<file path="src/nvm_ctrl_pkg.sv">
// Constants and types shared by the configuration memory controller
package nvm_ctrl_pkg;
    // --------------------------------------------------------------
    // Memory geometry
    // --------------------------------------------------------------
    localparam int NVM_BITS    = 75;
    localparam int SLICE_W     = 10;
    localparam int SLICE_SEL_W = 3;
    localparam int LOCK_POS    = 74;
    localparam int TOP_SLICE   = 7;
    localparam int TOP_BITS    = 5;

    // --------------------------------------------------------------
    // Operation select encodings
    // --------------------------------------------------------------
    localparam logic [1:0] OP_NOP0    = 2'h0;
    localparam logic [1:0] OP_REFRESH = 2'h1;
    localparam logic [1:0] OP_BURN    = 2'h2;
    localparam logic [1:0] OP_NOP3    = 2'h3;

    // --------------------------------------------------------------
    // Timing
    // --------------------------------------------------------------
    localparam int CLK_MHZ          = 200;
    localparam int REFRESH_US       = 46;
    localparam int BURN_MS          = 15;
    localparam int REFRESH_CYCLES   = REFRESH_US * CLK_MHZ;
    localparam int BURN_CYCLES      = BURN_MS * 1000 * CLK_MHZ;
    localparam int CNT_W            = 22;

    // --------------------------------------------------------------
    // Reset values
    // --------------------------------------------------------------
    localparam logic [NVM_BITS-1:0] NVM_RST  = 75'h0;
    localparam logic [SLICE_W-1:0]  DATA_RST = 10'h000;

    // Sequencer states
    typedef enum logic [1:0] {
        ST_IDLE    = 2'b00,
        ST_REFRESH = 2'b01,
        ST_BURN    = 2'b10
    } op_state_t;
endpackage : nvm_ctrl_pkg

</file>
<file path="src/nvm_slice_mux.sv">
// Selects one 10-bit slice of the reloaded memory image
`timescale 1ns/100ps
`default_nettype none
module nvm_slice_mux (
    // Image and selector
    input  wire logic [nvm_ctrl_pkg::NVM_BITS-1:0]    image,
    input  wire logic [nvm_ctrl_pkg::SLICE_SEL_W-1:0] sel,
    // Slice
    output logic      [nvm_ctrl_pkg::SLICE_W-1:0]     slice
);
    import nvm_ctrl_pkg::*;

    logic [SLICE_W-1:0] slices [0:TOP_SLICE];

    genvar g;
    generate
        for (g = 0; g < TOP_SLICE; g++) begin : g_slice
            assign slices[g] = image[g*SLICE_W +: SLICE_W];
        end
    endgenerate
    // Top slice pads five zeros above bits 74..70
    assign slices[TOP_SLICE] = {{(SLICE_W-TOP_BITS){1'b0}},
                                image[NVM_BITS-1 -: TOP_BITS]};

    assign slice = slices[sel];
endmodule : nvm_slice_mux
`default_nettype wire

</file>
<file path="src/nvm_operation_controller.sv">
// One-time-programmable configuration memory operation controller
// ------------------------------------------------------------------
// ------------------------------------------------------------------
`timescale 1ns/100ps
`default_nettype none
module nvm_operation_controller #(
    parameter int BURN_CNT = nvm_ctrl_pkg::BURN_CYCLES
) (
    // Clock and reset
    input  wire logic                                 core_clk,
    input  wire logic                                 sys_rst,
    // Serial register side
    input  wire logic                                 chip_select_n,
    input  wire logic                                 op_write,
    input  wire logic [1:0]                           op_select,
    input  wire logic [nvm_ctrl_pkg::SLICE_SEL_W-1:0] slice_select,
    input  wire logic                                 bias_low,
    input  wire logic                                 bias_high,
    input  wire logic [nvm_ctrl_pkg::NVM_BITS-2:0]    config_image,
    input  wire logic                                 status_read,
    // Analog supply monitor
    input  wire logic                                 burn_supply_low_threshold,
    // Memory array port
    input  wire logic [nvm_ctrl_pkg::NVM_BITS-1:0]    array_rdata,
    output logic                                      array_read,
    output logic                                      array_burn,
    output logic      [nvm_ctrl_pkg::NVM_BITS-1:0]    array_wdata,
    output logic      [1:0]                           array_margin,
    // Status
    output logic                                      op_busy,
    output logic                                      burn_fail,
    output logic                                      burn_refused,
    output logic      [nvm_ctrl_pkg::SLICE_W-1:0]     read_word
);
    import nvm_ctrl_pkg::*;

    // ------------------------------------------------------------------
    // Input synchronisers
    // ------------------------------------------------------------------
    logic       cs_meta;
    logic       cs_sync;
    logic       cs_prev;
    logic       uv_meta;
    logic       uv_sync;
    logic       cs_rise;

    // Two flops for chip select, a third for edge detection
    always_ff @(posedge core_clk) begin
        if (sys_rst) begin
            cs_meta <= 1'b1;
            cs_sync <= 1'b1;
            cs_prev <= 1'b1;
        end else begin
            cs_meta <= chip_select_n;
            cs_sync <= cs_meta;
            cs_prev <= cs_sync;
        end
    end

    // Two flops for the supply comparator
    always_ff @(posedge core_clk) begin
        if (sys_rst) begin
            uv_meta <= 1'b0;
            uv_sync <= 1'b0;
        end else begin
            uv_meta <= burn_supply_low_threshold;
            uv_sync <= uv_meta;
        end
    end

    // Idle-high reset values keep a false edge out after reset
    assign cs_rise = cs_sync & ~cs_prev;

    // ------------------------------------------------------------------
    // Command latch
    // ------------------------------------------------------------------
    logic [1:0] cmd;
    logic       cmd_valid;

    always_ff @(posedge core_clk) begin
        if (sys_rst) begin
            cmd       <= OP_NOP0;
            cmd_valid <= 1'b0;
        end else if (op_write) begin
            cmd       <= op_select;
            cmd_valid <= 1'b1;
        end else if (cs_rise) begin
            cmd_valid <= 1'b0;
        end
    end

    // ------------------------------------------------------------------
    // Command decode
    // ------------------------------------------------------------------
    logic       cmd_fire;
    logic       is_refresh;
    logic       is_burn;

    // Pending command meets the end of its frame
    assign cmd_fire = cs_rise & cmd_valid;

    // Codes 0 and 3 decode to nothing
    always_comb begin
        is_refresh = 1'b0;
        is_burn    = 1'b0;
        if (cmd == OP_REFRESH) begin
            is_refresh = 1'b1;
        end else if (cmd == OP_BURN) begin
            is_burn = 1'b1;
        end
    end

    // ------------------------------------------------------------------
    // Sequencer
    // ------------------------------------------------------------------
    op_state_t            state;
    op_state_t            next_state;
    logic [CNT_W-1:0]     cnt;
    logic [NVM_BITS-1:0]  image;
    logic                 locked;
    logic                 start_refresh;
    logic                 start_burn;
    logic                 last_cycle;
    logic                 refresh_end;
    logic                 burn_end;

    assign locked = image[LOCK_POS];

    // Start on the frame-closing edge when idle; a burn also needs the lock bit clear
    assign start_refresh = cmd_fire & is_refresh & (state == ST_IDLE);
    assign start_burn    = cmd_fire & is_burn & (state == ST_IDLE) & ~locked;
    assign last_cycle    = (cnt == CNT_W'(1));

    // Operation ends on the last counted cycle
    assign refresh_end   = (state == ST_REFRESH) & last_cycle;
    assign burn_end      = (state == ST_BURN) & last_cycle;

    // ------------------------------------------------------------------
    // Next state
    // ------------------------------------------------------------------
    always_comb begin
        next_state = state;
        case (state)
            ST_IDLE: begin
                if (start_refresh) begin
                    next_state = ST_REFRESH;
                end else if (start_burn) begin
                    next_state = ST_BURN;
                end
            end
            ST_REFRESH: begin
                if (last_cycle) begin
                    next_state = ST_IDLE;
                end
            end
            ST_BURN: begin
                if (last_cycle) begin
                    next_state = ST_IDLE;
                end
            end
            default: next_state = ST_IDLE;
        endcase
    end

    // State register
    always_ff @(posedge core_clk) begin
        if (sys_rst) begin
            state <= ST_IDLE;
        end else begin
            state <= next_state;
        end
    end

    // ------------------------------------------------------------------
    // Duration counter
    // ------------------------------------------------------------------
    // Operation duration counter, shared by refresh and burn
    always_ff @(posedge core_clk) begin
        if (sys_rst) begin
            cnt <= '0;
        end else if (start_refresh) begin
            cnt <= CNT_W'(REFRESH_CYCLES);
        end else if (start_burn) begin
            cnt <= CNT_W'(BURN_CNT);
        end else if (cnt != '0) begin
            cnt <= cnt - CNT_W'(1);
        end
    end

    // ------------------------------------------------------------------
    // Burn refusal
    // ------------------------------------------------------------------
    // Refused burn indication
    always_ff @(posedge core_clk) begin
        if (sys_rst) begin
            burn_refused <= 1'b0;
        end else if (cmd_fire & is_burn) begin
            burn_refused <= locked | (state != ST_IDLE);
        end
    end

    // ------------------------------------------------------------------
    // Array drive
    // ------------------------------------------------------------------
    // Burn config with lock bit set
    always_ff @(posedge core_clk) begin
        if (sys_rst) begin
            array_wdata <= NVM_RST;
        end else if (start_burn) begin
            array_wdata <= {1'b1, config_image};
        end
    end

    always_ff @(posedge core_clk) begin
        if (sys_rst) begin
            array_margin <= 2'h0;
        end else if (start_refresh) begin
            array_margin <= {bias_high, bias_low};
        end else if (next_state != ST_REFRESH) begin
            array_margin <= 2'h0;               // Drops with the refresh end
        end
    end

    // ------------------------------------------------------------------
    // Array strobes and status outputs
    // ------------------------------------------------------------------
    // Array strobes follow the state register
    assign array_read = (state == ST_REFRESH);
    assign array_burn = (state == ST_BURN);

    assign op_busy = (state != ST_IDLE);

    // ------------------------------------------------------------------
    // Image register
    // ------------------------------------------------------------------
    // Capture image at refresh end
    always_ff @(posedge core_clk) begin
        if (sys_rst) begin
            image <= NVM_RST;
        end else if (refresh_end) begin
            image <= array_rdata;
        end else if (burn_end) begin
            image[LOCK_POS] <= 1'b1;
        end
    end

    // ------------------------------------------------------------------
    // Failure flag
    // ------------------------------------------------------------------
    // Set wins over read clear
    always_ff @(posedge core_clk) begin
        if (sys_rst) begin
            burn_fail <= 1'b0;
        end else if ((state == ST_BURN) && uv_sync) begin
            burn_fail <= 1'b1;
        end else if (status_read) begin
            burn_fail <= 1'b0;
        end
    end

    // ------------------------------------------------------------------
    // Read word
    // ------------------------------------------------------------------
    logic [SLICE_W-1:0] slice;

    nvm_slice_mux u_mux (
        .image (image),
        .sel   (slice_select),
        .slice (slice)
    );

    always_ff @(posedge core_clk) begin
        if (sys_rst) begin
            read_word <= DATA_RST;
        end else if (state == ST_IDLE) begin
            read_word <= slice;
        end
    end
endmodule : nvm_operation_controller
`default_nettype wire

</file>
<file path="config.mk">
export PLATFORM = sky130hd
export DESIGN_NAME = nvm_operation_controller
export DESIGN_NICKNAME = d
export VERILOG_FILES = /design/src/nvm_ctrl_pkg.sv /design/src/nvm_slice_mux.sv /design/src/nvm_operation_controller.sv
export SDC_FILE = /design/constraint.sdc
export NUM_CORES = 1
export LEC_CHECK = 0
export BUFFER_PORTS_ARGS = -buffer_cell sky130_fd_sc_hd__buf_2
export CAP_MARGIN = 20
export CORE_UTILIZATION = 44
export DETAILED_ROUTE_END_ITERATION = 16
export GPL_TIMING_DRIVEN = 1
export PLACE_DENSITY = 0.71
export SLEW_MARGIN = 40
export SYNTH_ARGS = -nofsm -noshare
export SYNTH_HDL_FRONTEND = slang
export SYNTH_SLANG_ARGS = --single-unit
</file>
<file path="constraint.sdc">
create_clock -name core_clk -period 6.1 [get_ports core_clk]
set_clock_uncertainty 0.15 [all_clocks]
set_input_delay 1.22 -clock core_clk [delete_from_list [all_inputs] [get_ports core_clk]]
set_output_delay 1.22 -clock core_clk [all_outputs]
set_load 0.02 [all_outputs]
</file>
==> qor.txt <==
Status - finished clean
Worst min path class - reg -> reg
Clk sinks - 196
WL per Instance - 14.68 microns
Post-Syn Instances - 938
Post-CTS Hold Buffers - 0
Largest buffer count on any clock path - 2
Synthesized cell area - 7819 sq um
Leakage - 0.003968 uW
Io pins - 254
Period utilization - 51.53%
Post-synth cell types - 52
Global-route wire length before repair - 31840 microns
Crit. End Element - output port
Worst path slowest cell - ha_2
Post-Syn Area per Cell - 8.336 sq um
Critical path required time - 4.73 ns
CP Cell Sequence - inv_1, ha_2, inv_1, buf_2
Total Neg Setup Slack - 0 ns
Post-CTS setup buffer count - 0
Post-route cell area - 9758 sq um
Fraction of layout cells with a size suffix above 1 - 27.54%
Slew @ Worst Pin - 0.7781 ns
Routed wire length - 20370 microns
Most common cell in the netlist - nand2_1
Final #Nets - 1317
Clk_lat worst skew - 0.43 ns
Register area - 3924 sq um
PwrDens - 338.7 nW/um^2
Vias after detailed routing - 7042
Largest net degree at the start of global routing - 113
Crit-path max cell delay - 0.51 ns
DP Area - 9131 sq um
CP max FO - 27
# rows - 48
Synth top area cells - dfxtp_1 50%, nand2_1 15%, a21oi_1 11%, mux4_2 4.3%, mux2i_1 2.3%
Place WS - 2.792 ns
WP buf/inv - 3
Initial antenna violation count - 2
Max_cap viols - 0
Main synth FF type - dfxtp_1
H-tree depth - 4
GRT Util Overall - 21.99%
Synthesized net count - 1106
Multi-input logic area - 3592 sq um
Die W - 135.3 microns
VDD IR max - 0.2051 mV
HPWL after detailed placement - 13910 microns
YS warnings - 0
Gp weighted congestion - 0.8322
# setup viols final - 0
Cell mode on critical path - inv_1
Initial Utilization - 45.20%
Final Max Slew Viols - 0
CTS Buf Count - 17
Drt drc - 0
ANT nets after route - 0
Vias in the first global route - 6410
Hold Fails Final Rpt - 0
Router iterations before antenna repair - 5
Top Family by Delay on Critical Path - adder cells
Area grow syn2layout - 24.80%
Number of cells upsized or downsized after cts - 0
Die area - 18310 sq um
Via/cell ratio - 5.073
Fmax - 318.1 MHz
CTS root buffer - clkbuf_16
CTS tree - done
Critical Path Start Type - flop
Final min period - 3.143 ns
Async SR Flop Fraction - 0%
Fill count - 1596
PnR Total Power - 3305 uW
Flops & latches, synth - 196
CTS clock-pin slew for the worst setup and hold paths - 0.07 ns
EDFF count, synth - 0
Seq/Total Area, Yosys - 50.18%
Worst Slack Setup Final - 2.957 ns
Kind of critical path - reg -> out
Commonest cells post-synth - 313 x nand2_1, 196 x dfxtp_1, 167 x a21oi_1, 46 x clkbuf_1, 29 x nor2_1
Final global-route overflow total - 0
Synth top area share - 50.18%
CP Data Arrival Time - 1.77 ns
Slew headroom - 47.65%
CORE AREA - 17300 sq um
RSZ-0062 raised after global routing - false
Die outline height - 135.3 microns
Biggest area consumer among synthesized cells - dfxtp_1
First DRT Iteration DRCs - 457
Number of port buffers - 253
[layout make-up]
class	instances	share of cell area [%]
clock buffer	17	4.360
inverter	7	0.2693
tap	225	2.885
antenna	1	0.02564
timing repair buffer	258	13.45
clock inverter	15	1.987
sequential	196	40.21
multi-input combinational	669	36.81
[power by group]
part           internal (uW)  switching [uW]
combinational            290             438
clock                    624             529
sequential              1350            75.5
total                   2260            1040
[cell usage in the layout (no fill, tap or decap), types with 5 or more instances in the layout]
cell / netlist / final
nand2_1: 313 / 313
buf_2: 6 / 252
dfxtp_1: 196 / 196
a21oi_1: 167 / 167
nor2_1: 29 / 29
mux2i_1: 18 / 18
clkbuf_16: 0 / 17
mux4_2: 15 / 15
a211oi_1: 12 / 12
o21ai_0: 10 / 10
nor3_1: 10 / 10
inv_1: 7 / 7
or3_1: 7 / 7
or4_1: 7 / 7
nor4_1: 6 / 6
nand3_1: 6 / 6
xnor2_1: 6 / 6
nor2b_1: 5 / 5
or2_2: 5 / 5
ha_1: 6 / 5
buf_4: 7 / 5
[state kept, by name (all words and copies together), names as in the netlist]
| signal | count |
|---|---|
| array_margin | 2 |
| array_wdata | 75 |
| burn_fail | 1 |
| burn_refused | 1 |
| cmd | 2 |
| cmd_valid | 1 |
| cnt | 22 |
| cs_meta | 1 |
| cs_prev | 1 |
| cs_sync | 1 |
| image | 75 |
| read_word | 10 |
| state | 2 |
| uv_meta | 1 |
| uv_sync | 1 |
[cell families (layout without fill, tap and decap cells)]
| group | Yosys count | in the layout | share of synthesized area (%) |
|---|---|---|---|
| AND/OR/NAND/NOR | 414 | 414 | 22.96 |
| buffers and inverters | 73 | 297 | 3.937 |
| multiplexers | 33 | 33 | 6.625 |
| AO/OA/AOI/OAI | 207 | 207 | 14.32 |
| XOR/XNOR | 9 | 9 | 1.008 |
| adder cells (fa/ha/maj) | 6 | 6 | 0.9601 |
| other | 0 | 1 | 0 |
| flip-flops | 196 | 196 | 50.18 |
[worst register-to-register path, delay by kind of cell, from the launching register on]
| kind | cells | cell delay (ns) |
|---|---|---|
| compound gates | 1 | 0.16 |
| buf+inv | 1 | 0.57 |
| flops | 1 | 0.36 |
| simple gates | 4 | 1.46 |
[routing by layer]
| metal | part of all wire, % | GRT usage [%] |
|---|---|---|
| met5 | 0 | 0 |
| met4 | 2.3 | 8.052 |
| met3 | 6.8 | 6.435 |
| met2 | 46 | 34.76 |
| met1 | 45 | 28.39 |
[metrics by stage]
stage | cells | utilization, % | hold slack [ns]
6_report | 1388 | 56.42 | 0.2665
5_1_grt | 1388 | 56.42 | 0.2841
4_1_cts | 1387 | 56.37 | 0.2703
3_5_place_dp | 1355 | 52.79 | 0.2490
3_3_place_gp | 1355 | 52.79 | 0.2587
2_1_floorplan | 938 | - | 0.2395
[worst paths after layout]
| kind | start | endpoint | slack (ns) | cells past startpoint |
|---|---|---|---|---|
| max | state[1] | op_busy | 2.96 | 4 |
| min | cs_meta | cs_sync | 0.27 | 1 |
| max reg2reg | cnt[9] | image[54] | 3.33 | 6 |
| min reg2reg | cs_meta | cs_sync | 0.27 | 1 |
Note: power is estimated with default switching activity, not from simulation.
